<file path="config.mk">
export PLATFORM = sky130hd
export DESIGN_NAME = i2c_master_rx_ack_stop_arbitration
export DESIGN_NICKNAME = d
export VERILOG_FILES = /design/src/hw/i2c_master_rx_ack_stop_arbitration.v
export VERILOG_INCLUDE_DIRS = /design/src /design/src/hw
export SDC_FILE = /design/constraint.sdc
export NUM_CORES = 1
export LEC_CHECK = 0
export ABC_AREA = 1
export BUFFER_PORTS_ARGS = -buffer_cell sky130_fd_sc_hd__buf_2
export CAP_MARGIN = 10
export CORE_ASPECT_RATIO = 0.75
export CORE_UTILIZATION = 59
export DETAILED_ROUTE_END_ITERATION = 16
export PLACE_DENSITY_LB_ADDON = 0.08
export SYNTH_ARGS = -nofsm -noshare
export SYNTH_HDL_FRONTEND = slang
export SYNTH_SLANG_ARGS = --single-unit
</file>
<file path="constraint.sdc">
create_clock -name pclk -period 2.6 [get_ports pclk]
set_input_delay 0.26 -clock pclk [delete_from_list [all_inputs] [get_ports pclk]]
set_output_delay 0.26 -clock pclk [all_outputs]
set_load 0.01 [all_outputs]
</file>
<file path="src/hw/i2c_master_defines.vh">
// Register offsets, field positions and reset values of the two-wire master port.
`ifndef I2C_MASTER_DEFINES_VH
`define I2C_MASTER_DEFINES_VH

`define CTRL_OFFSET      8'h00
`define STATUS_OFFSET    8'h04
`define BUFFER_OFFSET    8'h08
`define BAUD_OFFSET      8'h0C

`define CTRL_START       0
`define CTRL_STOP        2
`define CTRL_RECEIVE     3
`define CTRL_ACK_SEQ     4
`define CTRL_ACK_DATA    5
`define CTRL_ACK_STATUS  6
`define CTRL_ENABLE      7
`define CTRL_WAKE        8

`define STAT_FULL        0
`define STAT_OVERFLOW    1
`define STAT_WRITE_COLLISION        2
`define STAT_EVENT       3
`define STAT_BUS_COLL    4
`define STAT_BEGIN       5
`define STAT_END         6

`define BAUD_RESET       7'h09
`define LAST_TX_BIT      4'h8
`define LAST_RX_BIT      4'h7

`endif

</file>
<file path="src/hw/i2c_master_rx_ack_stop_arbitration.v">
// Two-wire bus master: reception, acknowledge, stop, start and arbitration with an APB register port.
//
// Implementation choices: the register addresses and the APB register port.
`timescale 1ns/100ps
`include "i2c_master_defines.vh"

module i2c_master_rx_ack_stop_arbitration (
	input  wire        pclk,
	input  wire        presetn,
	input  wire        psel,
	input  wire        penable,
	input  wire        pwrite,
	input  wire [7:0]  paddr,
	input  wire [31:0] pwdata,
	output reg  [31:0] prdata,
	output reg         pready,
	output reg         pslverr,
	input  wire        scl_in,
	output reg         scl_out,
	output reg         scl_oe,
	input  wire        sda_in,
	output reg         sda_out,
	output reg         sda_oe,
	output reg         wake_req
);

localparam S_IDLE  = 6'h01;
localparam S_START = 6'h02;
localparam S_TX    = 6'h04;
localparam S_RX    = 6'h08;
localparam S_ACK   = 6'h10;
localparam S_STOP  = 6'h20;

reg        scl_m;
reg        scl_s;
reg        sda_m;
reg        sda_s;
reg        sda_d;
reg  [5:0] state;
reg  [2:0] ph;
reg  [3:0] bitcnt;
reg  [7:0] shift_register;
reg  [7:0] transfer_buffer;
reg  [6:0] baud_reload_value;
reg  [6:0] baud_generator;
reg        module_enable;
reg        start_enable;
reg        stop_enable;
reg        receive_enable_bit;
reg        ack_sequence_enable;
reg        ack_data_value;
reg        ack_status;
reg        wake_enable;
reg        buffer_full;
reg        receive_overflow;
reg        write_collision;
reg        port_event_flag;
reg        bus_collision_flag;
reg        begin_condition_flag;
reg        end_condition_flag;

wire       acc;
wire       wr_acc;
wire       rd_acc;
wire       tmo;
wire       start_det;
wire       stop_det;
wire       coll;
wire       is_idle;

////////////////////////////////////////////////////////////////////////////////

// Only the second flip-flop of each synchroniser feeds logic, plus the third data flip-flop sda_d for start and stop detection.
always @(posedge pclk or negedge presetn) begin
	if (!presetn) begin
		scl_m <= 1'b1;
		scl_s <= 1'b1;
		sda_m <= 1'b1;
		sda_s <= 1'b1;
		sda_d <= 1'b1;
	end else begin
		scl_m <= scl_in;
		scl_s <= scl_m;
		sda_m <= sda_in;
		sda_s <= sda_m;
		sda_d <= sda_s;
	end
end

assign acc       = psel & penable & pready;
assign wr_acc    = acc & pwrite;
assign rd_acc    = acc & ~pwrite;
assign tmo       = (baud_generator == 7'h00);
assign start_det = scl_s & sda_d & ~sda_s;
assign stop_det  = scl_s & ~sda_d & sda_s;
assign is_idle   = (state == S_IDLE);

// Collision cases of start, byte, acknowledge and stop in one term.
assign coll = ((state == S_START) & (ph == 3'd0) & (~sda_s | ~scl_s)) |
	((state == S_START) & (ph == 3'd1) & sda_s & ~scl_s) |
	((state == S_TX) & (ph == 3'd2) & (bitcnt < `LAST_TX_BIT) & ~sda_oe & ~sda_s) |
	((state == S_ACK) & (ph == 3'd2) & ~sda_oe & ~sda_s) |
	((state == S_STOP) & (ph == 3'd3) & ~scl_s);

////////////////////////////////////////////////////////////////////////////////

// APB slave with one wait state so that read data comes from a flip-flop.
always @(posedge pclk or negedge presetn) begin
	if (!presetn) begin
		pready  <= 1'b0;
		pslverr <= 1'b0;
		prdata  <= 32'h00000000;
	end else begin
		pready <= psel & penable & ~pready;
		if (psel & penable & ~pready) begin
			pslverr <= 1'b0;
			prdata  <= 32'h00000000;
			case (paddr)
			`CTRL_OFFSET: begin
				prdata[`CTRL_START]      <= start_enable;
				prdata[`CTRL_STOP]       <= stop_enable;
				prdata[`CTRL_RECEIVE]    <= receive_enable_bit;
				prdata[`CTRL_ACK_SEQ]    <= ack_sequence_enable;
				prdata[`CTRL_ACK_DATA]   <= ack_data_value;
				prdata[`CTRL_ACK_STATUS] <= ack_status;
				prdata[`CTRL_ENABLE]     <= module_enable;
				prdata[`CTRL_WAKE]       <= wake_enable;
			end
			`STATUS_OFFSET: begin
				prdata[`STAT_FULL]     <= buffer_full;
				prdata[`STAT_OVERFLOW] <= receive_overflow;
				prdata[`STAT_WRITE_COLLISION]     <= write_collision;
				prdata[`STAT_EVENT]    <= port_event_flag;
				prdata[`STAT_BUS_COLL] <= bus_collision_flag;
				prdata[`STAT_BEGIN]    <= begin_condition_flag;
				prdata[`STAT_END]      <= end_condition_flag;
			end
			`BUFFER_OFFSET: begin
				prdata[7:0] <= transfer_buffer;
			end
			`BAUD_OFFSET: begin
				prdata[6:0] <= baud_reload_value;
			end
			default: begin
				pslverr <= 1'b1;
			end
			endcase
		end
	end
end

// The processor wakes only for events it asked for; the port runs on in sleep.
always @(posedge pclk or negedge presetn) begin
	if (!presetn) begin
		wake_req <= 1'b0;
		scl_out  <= 1'b0;
		sda_out  <= 1'b0;
	end else begin
		wake_req <= port_event_flag & wake_enable;
		scl_out  <= 1'b0;
		sda_out  <= 1'b0;
	end
end

////////////////////////////////////////////////////////////////////////////////

// Sequencer. Clears of sticky flags come first so that a later set in the same cycle wins.
always @(posedge pclk or negedge presetn) begin
	if (!presetn) begin
		state                <= S_IDLE;
		ph                   <= 3'd0;
		bitcnt               <= 4'h0;
		shift_register       <= 8'h00;
		transfer_buffer      <= 8'h00;
		baud_reload_value    <= `BAUD_RESET;
		baud_generator       <= 7'h00;
		module_enable        <= 1'b0;
		start_enable         <= 1'b0;
		stop_enable          <= 1'b0;
		receive_enable_bit   <= 1'b0;
		ack_sequence_enable  <= 1'b0;
		ack_data_value       <= 1'b0;
		ack_status           <= 1'b0;
		wake_enable          <= 1'b0;
		buffer_full          <= 1'b0;
		receive_overflow     <= 1'b0;
		write_collision      <= 1'b0;
		port_event_flag      <= 1'b0;
		bus_collision_flag   <= 1'b0;
		begin_condition_flag <= 1'b0;
		end_condition_flag   <= 1'b0;
		scl_oe               <= 1'b0;
		sda_oe               <= 1'b0;
	end else begin
		if (!tmo)
			baud_generator <= baud_generator - 7'h01;
		if (wr_acc && paddr == `CTRL_OFFSET) begin
			module_enable  <= pwdata[`CTRL_ENABLE];
			ack_data_value <= pwdata[`CTRL_ACK_DATA];
			wake_enable    <= pwdata[`CTRL_WAKE];
		end
		if (wr_acc && paddr == `BAUD_OFFSET)
			baud_reload_value <= pwdata[6:0];
		if (wr_acc && paddr == `STATUS_OFFSET) begin
			if (pwdata[`STAT_OVERFLOW])
				receive_overflow <= 1'b0;
			if (pwdata[`STAT_WRITE_COLLISION])
				write_collision <= 1'b0;
			if (pwdata[`STAT_EVENT])
				port_event_flag <= 1'b0;
			if (pwdata[`STAT_BUS_COLL])
				bus_collision_flag <= 1'b0;
		end
		if (rd_acc && paddr == `BUFFER_OFFSET)
			buffer_full <= 1'b0;
		if (wr_acc && paddr == `BUFFER_OFFSET && !is_idle)
			write_collision <= 1'b1;

		// Bus watcher runs whatever the sequencer does.
		if (!module_enable) begin
			begin_condition_flag <= 1'b0;
			end_condition_flag   <= 1'b0;
		end else if (start_det) begin
			begin_condition_flag <= 1'b1;
			end_condition_flag   <= 1'b0;
		end else if (stop_det) begin
			begin_condition_flag <= 1'b0;
			end_condition_flag   <= 1'b1;
			if (is_idle)
				port_event_flag <= 1'b1;
		end

		if (!module_enable) begin
			state               <= S_IDLE;
			scl_oe              <= 1'b0;
			sda_oe              <= 1'b0;
			start_enable        <= 1'b0;
			stop_enable         <= 1'b0;
			receive_enable_bit  <= 1'b0;
			ack_sequence_enable <= 1'b0;
		end else if (coll) begin
			bus_collision_flag  <= 1'b1;
			state               <= S_IDLE;
			scl_oe              <= 1'b0;
			sda_oe              <= 1'b0;
			start_enable        <= 1'b0;
			stop_enable         <= 1'b0;
			ack_sequence_enable <= 1'b0;
			if (state == S_TX)
				buffer_full <= 1'b0;
		end else begin
			case (state)
			S_IDLE: begin
				ph     <= 3'd0;
				bitcnt <= 4'h0;
				if (wr_acc && paddr == `CTRL_OFFSET) begin
					if (pwdata[`CTRL_START]) begin
						start_enable <= 1'b1;
						state        <= S_START;
					end else if (pwdata[`CTRL_STOP]) begin
						stop_enable <= 1'b1;
						sda_oe      <= 1'b1;
						state       <= S_STOP;
					end else if (pwdata[`CTRL_RECEIVE]) begin
						receive_enable_bit <= 1'b1;
						sda_oe             <= 1'b0;
						scl_oe             <= 1'b1;
						baud_generator     <= baud_reload_value;
						state              <= S_RX;
					end else if (pwdata[`CTRL_ACK_SEQ]) begin
						ack_sequence_enable <= 1'b1;
						scl_oe              <= 1'b1;
						sda_oe              <= ~pwdata[`CTRL_ACK_DATA];
						baud_generator      <= baud_reload_value;
						state               <= S_ACK;
					end
				end else if (wr_acc && paddr == `BUFFER_OFFSET) begin
					transfer_buffer <= pwdata[7:0];
					shift_register  <= pwdata[7:0];
					buffer_full     <= 1'b1;
					sda_oe          <= ~pwdata[7];
					scl_oe          <= 1'b1;
					baud_generator  <= baud_reload_value;
					state           <= S_TX;
				end
			end
			S_START: begin
				case (ph)
				3'd0: begin
					baud_generator <= baud_reload_value;
					ph             <= 3'd1;
				end
				3'd1: begin
					if (!sda_s || tmo) begin
						sda_oe         <= 1'b1;
						baud_generator <= baud_reload_value;
						ph             <= 3'd2;
					end
				end
				default: begin
					// A low clock here is another master's start and is not a collision.
					if (tmo) begin
						scl_oe          <= 1'b1;
						start_enable    <= 1'b0;
						port_event_flag <= 1'b1;
						state           <= S_IDLE;
					end
				end
				endcase
			end
			S_TX, S_RX, S_ACK: begin
				case (ph)
				3'd0: begin
					if (tmo) begin
						scl_oe <= 1'b0;
						ph     <= 3'd1;
					end
				end
				3'd1: begin
					// High time counts only once the clock is really high, so slaves may stretch it.
					if (scl_s) begin
						baud_generator <= baud_reload_value;
						ph             <= 3'd2;
						if (state == S_RX)
							shift_register <= {shift_register[6:0], sda_s};
						if (state == S_TX && bitcnt == `LAST_TX_BIT)
							ack_status <= sda_s;
					end
				end
				default: begin
					if (tmo) begin
						scl_oe         <= 1'b1;
						bitcnt         <= bitcnt + 4'h1;
						baud_generator <= baud_reload_value;
						ph             <= 3'd0;
						if (state == S_TX) begin
							if (bitcnt == `LAST_TX_BIT) begin
								port_event_flag <= 1'b1;
								state           <= S_IDLE;
							end else begin
								// Ones shifted in release data for the acknowledge slot.
								shift_register <= {shift_register[6:0], 1'b1};
								sda_oe         <= ~shift_register[6];
								if (bitcnt == `LAST_RX_BIT)
									buffer_full <= 1'b0;
							end
						end else if (state == S_RX) begin
							if (bitcnt == `LAST_RX_BIT) begin
								transfer_buffer    <= shift_register;
								buffer_full        <= 1'b1;
								if (buffer_full)
									receive_overflow <= 1'b1;
								port_event_flag    <= 1'b1;
								receive_enable_bit <= 1'b0;
								state              <= S_IDLE;
							end
						end else begin
							ack_sequence_enable <= 1'b0;
							port_event_flag     <= 1'b1;
							state               <= S_IDLE;
						end
					end
				end
				endcase
			end
			S_STOP: begin
				case (ph)
				3'd0: begin
					if (!sda_s) begin
						baud_generator <= baud_reload_value;
						ph             <= 3'd1;
					end
				end
				3'd1: begin
					if (tmo) begin
						scl_oe <= 1'b0;
						ph     <= 3'd2;
					end
				end
				3'd2: begin
					if (scl_s) begin
						baud_generator <= baud_reload_value;
						ph             <= 3'd3;
					end
				end
				3'd3: begin
					if (tmo) begin
						sda_oe <= 1'b0;
						ph     <= 3'd4;
					end
				end
				3'd4: begin
					if (sda_s && scl_s) begin
						baud_generator <= baud_reload_value;
						ph             <= 3'd5;
					end
				end
				default: begin
					if (tmo) begin
						stop_enable     <= 1'b0;
						port_event_flag <= 1'b1;
						state           <= S_IDLE;
					end
				end
				endcase
			end
			default: begin
				state <= S_IDLE;
			end
			endcase
		end
	end
end

endmodule

</file>
==> results.ini, run 1 <==
[finish]
layout.nets = 992
stdcell_count = 1083
area_growth_pct = 9.26
drive_gt1_frac = 0.204
n_antenna_cell = 0

[sta]
setup_tns_ps = 0
maxClockFrequency_mhz = 424
drv_slew = 0
setup_viol_count_final = 0
rsz0062_at_grt = false
worst_pin_slew_ps = 990
finalCriticalPeriod_ps = 2360
hold_viol_final = 0
maxSlewHeadroom = 0.340
fin_crit_sh = 0.907
skew_ps = 8.71

[power]
p_comb_frac = 0.538
leakage_nw = 3.42
seqPwrFrac = 0.262
powerDensity_nw_per_um2 = 924
p_switching_mw = 3.12
p_int_mw = 3.23
ir_drop_v = 0.000420
power_frac_clock = 0.200
switching_share = 0.492

[placed_design]
post-dp-hpwl_um = 14800
place_inst = 1067
place_congestion = 0.976
numPortBuffers = 37

[clock_network]
cts_hold_buf = 0
cts_tree = yes
ctsLongestPathBuffers = 2
clock_sinks = 77
cts_root_buf = clkbuf_16
htree_num_levels = 3
cts_buffers = 9
cts.clk_slew.worst_paths_ps = 70
clk_latency_ps = 350

[yosys]
synthTopCellsByCount = nand2_1 (223), inv_1 (86), nor2_1 (80), o21ai_0 (78), dfrtp_1 (69)
yosysTopAreaCell = dfrtp_1
ys_top_cells_by_area = dfrtp_1 (27%), nand2_1 (13%), o21ai_0 (6.2%)
syn_area_um2 = 6280
post-synth-top-count-cell = nand2_1
async_reset_ff_frac = 1.00
yosys_warnings = 0
syn_inst = 894
synth-seq-area-share = 0.308
ys_seq_elements = 77
synth_edf_count = 0
ys.flop_type = dfrtp_1
avgSynthCellArea_um2 = 7.03
synth_cell_type_count = 59
netlist.area_leader.share = 0.275

[critical_path]
worstPathRequired_ps = 2840
cp_max_fo = 12
cp-end-kind = register
cp-start-kind = register
crit_type = register to register
cp.arrival_ps = 2600

[floorplanning]
die_area_um2 = 11100
start_util = 0.608
ios = 86
chipWidth_um = 121
core_um2 = 10300
num_rows = 32
die_h_um = 91.4

[grt]
grt_pass1_wl_um = 32500
grt_max_degree = 78
antenna_found_initial = 0
track_usage = 0.383
grt_pass1_vias = 6298
grt_overflow_total = 0

[route]
routed-via-count = 6541
firstDrtPassIters = 6
wl_per_cell_um = 18.4
viasPerCell = 6.04
drt-initial-drc-count = 825
drcViolationCount = 0
ant_nets = 0
routed_wl_um = 19900

[outcome]
outcome = completed

[flow_run]
max-cap-violations = 0

[hold_path]
hold_path.class = input pin to register

-- worst max-delay path, cell delays in order (launching register included) --
cell and delay [ps]:
dfrtp_1 450, inv_1 80, ha_1 200, nand2_1 110, nor2_4 150, nand2_4 170, buf_4 230, nand3_2 190
nand2_1 110, nand3_1 80, nand2_1 70, nand3_1 70, nand3_1 110, nor2_1 160, nor2_1 60
-- metrics by stage --
stage                     worst slack [ps]  hold slack (ps)   util  power, mW  cell area, um2
after floorplan                        669            -35.6      -       4.25            6370
after global placement                 277              346  0.636       4.86            6570
after detailed placement               232              349  0.636       4.96            6570
after CTS                              217             9.35  0.664       6.23            6860
after global routing                  98.9            0.840  0.665       6.78            6870
final                                  241             8.54  0.665       6.35            6870
-- cell families after synthesis --
logic type                 Yosys count  synth area share
other                                1          0.000597
DFF                                 77             0.308
and+or+nand+nor                    453             0.364
adders and majority gates            3           0.00597
buffers and inverters              156             0.121
xor gates and xnor gates             2           0.00279
AOI/OAI and AO/OA                  202             0.197
-- per-layer routing --
layer / up-vias / GRT usage / share of wire
li1: 3014 / - / -
met1: 3000 / 0.534 / 0.42
met2: 447 / 0.565 / 0.43
met3: 80 / 0.105 / 0.13
met4: 0 / 0.141 / 0.028
met5: - / 0 / 0
-- cells in the final DEF, fill, tap and decap left out, drive strengths merged, types with 18 or more instances in the layout --
master	instances
nor2	107
dfrtp	69
conb	25
inv	106
buf	63
nand3	73
o21ai	98
nand2	245
a21oi	58
o211ai	18
-- power groups by stage --
stage	Clock (mW)	Sequential, mW	Combinational (mW)
6_report	1.27	1.67	3.41
5_1_grt	1.32	1.69	3.77
4_1_cts	1.27	1.66	3.31
3_5_place_dp	0	1.68	3.28
3_3_place_gp	0	1.67	3.19
2_1_floorplan	0	1.64	2.61
-- what timing repair did --
action	CTS	global route
buffers inserted	0	0
endpoints found under the setup margin	0	4
resized for setup	0	1
endpoints found under the hold margin	0	0
-- worst paths after layout --
kind,to,depth (start not counted),from,slack (ps)
worst max-delay path,baud_generator[5]$_DFF_PN0_,14,baud_generator[1]$_DFF_PN0_,240
worst max register to register,baud_generator[5]$_DFF_PN0_,14,baud_generator[1]$_DFF_PN0_,240
worst min register to register,scl_s$_DFF_PN1_,0,scl_m$_DFF_PN1_,360
max in group asynchronous,sda_oe$_DFFE_PN0P_,1,presetn,1880
min in group asynchronous,prdata[8]$_DFFE_PN0P_,1,presetn,50
worst min-delay path,scl_m$_DFF_PN1_,1,scl_in,9
-- flip-flops by register name, summed over array words and instances (netlist names), 3 cells and up --
signal / flops
shift_register: 8
state: 6
bitcnt: 4
baud_generator: 7
prdata: 9
ph: 3
transfer_buffer: 8
baud_reload_value: 7
-- cell type report --
class                           instances  area (um2)
Clock buffer                            9         225
Clock inverter                          7        68.8
Fill cell                             875        3460
Inverter                              106         403
Multi-Input combinational cell        685        3680
Sequential cell                        77        1940
Tap cell                              136         170
Timing Repair Buffer                   63         383
(Power assumes the default switching activity.)
==> run 2: changes to the inputs <==
--- a/config.mk
+++ b/config.mk
@@ -12,6 +12,7 @@
 export CORE_ASPECT_RATIO = 0.75
 export CORE_UTILIZATION = 59
 export DETAILED_ROUTE_END_ITERATION = 16
+export GPL_TIMING_DRIVEN = 0
 export PLACE_DENSITY_LB_ADDON = 0.08
 export SYNTH_ARGS = -nofsm -noshare
 export SYNTH_HDL_FRONTEND = slang
==> results.ini, run 2 (synthesis results as in run 1) <==
[clock_network]
ctsLongestPathBuffers = 2  ; unchanged
cts.clk_slew.worst_paths_ps = 70  ; about the same
cts_root_buf = clkbuf_16  ; unchanged
cts_buffers = 9  ; unchanged
clk_latency_ps = 350  ; about the same
htree_num_levels = 3  ; unchanged
postCtsSetupBuffers = 0  ; unchanged
cts_tree = yes  ; unchanged
clock_sinks = 77  ; unchanged

[floorplanning]
die_h_um = 91.4  ; unchanged
chipWidth_um = 121  ; unchanged
start_util = 0.608  ; unchanged
die_area_um2 = 11100  ; unchanged
num_rows = 32  ; unchanged
ios = 86  ; unchanged
core_um2 = 10300  ; unchanged

[finish]
utilization = 0.684  ; was 0.665
area_growth_pct = 12.3  ; was 9.26%
reg_top3 = prdata x9, shift_register x8, transfer_buffer x8  ; unchanged
drive_gt1_frac = 0.216  ; was 0.204
final_common_cell = nand2_1  ; unchanged
most-common-layout-cells = nand2_1 (223), inv_1 (86), nor2_1 (79)  ; was nand2_1 (223), inv_1 (86), nor2_1 (80)
largest_reg_flops = 9  ; unchanged
largest_register = prdata  ; unchanged
stdcell_count = 1109  ; was 1083
n_antenna_cell = 0  ; unchanged
layout.nets = 1018  ; was 992
post-route-cell-area_um2 = 7060  ; was 6870 um2

[sta]
hold_viol_final = 0  ; unchanged
maxSlewHeadroom = 0.463  ; was 0.340
setup_tns_ps = 0  ; unchanged
setup_viol_count_final = 0  ; unchanged
maxClockFrequency_mhz = 409  ; was 424 MHz
worst_slack_ps = 158  ; was 241 ps
worst_pin_slew_ps = 800  ; was 990 ps
drv_slew = 0  ; unchanged
fin_crit_sh = 0.939  ; was 0.907
finalCriticalPeriod_ps = 2440  ; was 2360 ps
skew_ps = 10.3  ; was 8.71 ps
fin_hold_ws_ps = 13.4  ; was 8.54 ps

[placed_design]
numPortBuffers = 37  ; unchanged
post-place-ws_ps = 187  ; was 232 ps
placed_area_um2 = 6760  ; was 6570 um2
post-dp-hpwl_um = 16000  ; was 14800 um
place_inst = 1092  ; was 1067
place_congestion = 1.01  ; was 0.976

[critical_path]
crit_type = register to register  ; unchanged
cp-end-kind = register  ; unchanged
cp.arrival_ps = 2680  ; was 2600 ps
worstPathRequired_ps = 2840  ; about the same
cp_max_fo = 10  ; was 12
cp-start-kind = register  ; unchanged

[power]
leakage_nw = 3.53  ; was 3.42 nW
powerDensity_nw_per_um2 = 913  ; was 924 nW/um2
ir_drop_v = 0.000533  ; was 0.000420 V
total_power_mw = 6.45  ; was 6.35 mW

[grt]
antenna_found_initial = 0  ; unchanged
track_usage = 0.408  ; was 0.383
grt_pass1_wl_um = 34100  ; was 32500 um
grt_max_degree = 60  ; was 78
grt_pass1_vias = 6477  ; was 6298
grt_overflow_total = 0  ; unchanged

[route]
drcViolationCount = 0  ; unchanged
drt-initial-drc-count = 1041  ; was 825
wl_per_cell_um = 19.4  ; was 18.4 um
routed-via-count = 6810  ; was 6541
firstDrtPassIters = 5  ; was 6
viasPerCell = 6.14  ; was 6.04
ant_nets = 0  ; unchanged
routed_wl_um = 21500  ; was 19900 um

[outcome]
outcome = completed  ; unchanged

[flow_run]
max-cap-violations = 0  ; unchanged

[hold_path]
hold_path.class = input pin to register  ; unchanged

## run 2: final cells by class
type                            instances  area (um2)
Multi-Input combinational cell        685        3680
Fill cell                             874        3270
Sequential cell                        77        1940
Inverter                              106         403
Buffer                                 50         360
Clock buffer                            9         225
Timing Repair Buffer                   39         225
Tap cell                              136         170
Clock inverter                          7        62.6
## run 2: power by group
| part | leakage, nW | total, mW | switching [mW] | internal, mW |
|---|---|---|---|---|
| logic | 2.46 | 3.50 | 2.38 | 1.12 |
| clock network | 0.139 | 1.26 | 0.594 | 0.670 |
| registers | 0.933 | 1.68 | 0.196 | 1.48 |
| total | 3.53 | 6.45 | 3.17 | 3.28 |
## run 2: path summary, 6_finish.rpt
check                                            start                     endpoint  slack (ps)  cells after the start
min in group asynchronous                      presetn        prdata[8]$_DFFE_PN0P_         330                      2
setup / recovery           baud_generator[0]$_DFF_PN0_  baud_generator[6]$_DFF_PN0_         160                     14
hold reg to reg                        scl_m$_DFF_PN1_              scl_s$_DFF_PN1_         360                      0
setup reg to reg           baud_generator[0]$_DFF_PN0_  baud_generator[6]$_DFF_PN0_         160                     14
hold / removal                                  scl_in              scl_m$_DFF_PN1_          10                      1
max in group asynchronous                      presetn              scl_s$_DFF_PN1_        1640                      3
## run 2: layer usage
metal  vias to the layer above  share of wire  GRT usage
met1                      3142           0.40      0.566
met5                         -              0          0
met4                         0          0.022      0.127
met3                        66           0.15      0.121
li1                       3056              -          -
met2                       546           0.42      0.606
## run 2: timing repair
item | CTS | global route
hold buffers | 1 | 0
gates resized for setup | 0 | 2
hold endpoints to repair | 17 | 0
endpoints found under the setup margin | 0 | 2
## run 2: worst max-delay path, stage by stage, from the launching register on
cell      delay, ps
dfrtp_1         410
inv_1           150
ha_1            250
nand2_1         120
nor2_4          140
nand2_2         140
buf_6           200
nand2_4         160
inv_1           180
o21ai_0         220
nand3b_1        100
nand2_1          70
nand2_1          50
nor2_1           90
nor2_1           40
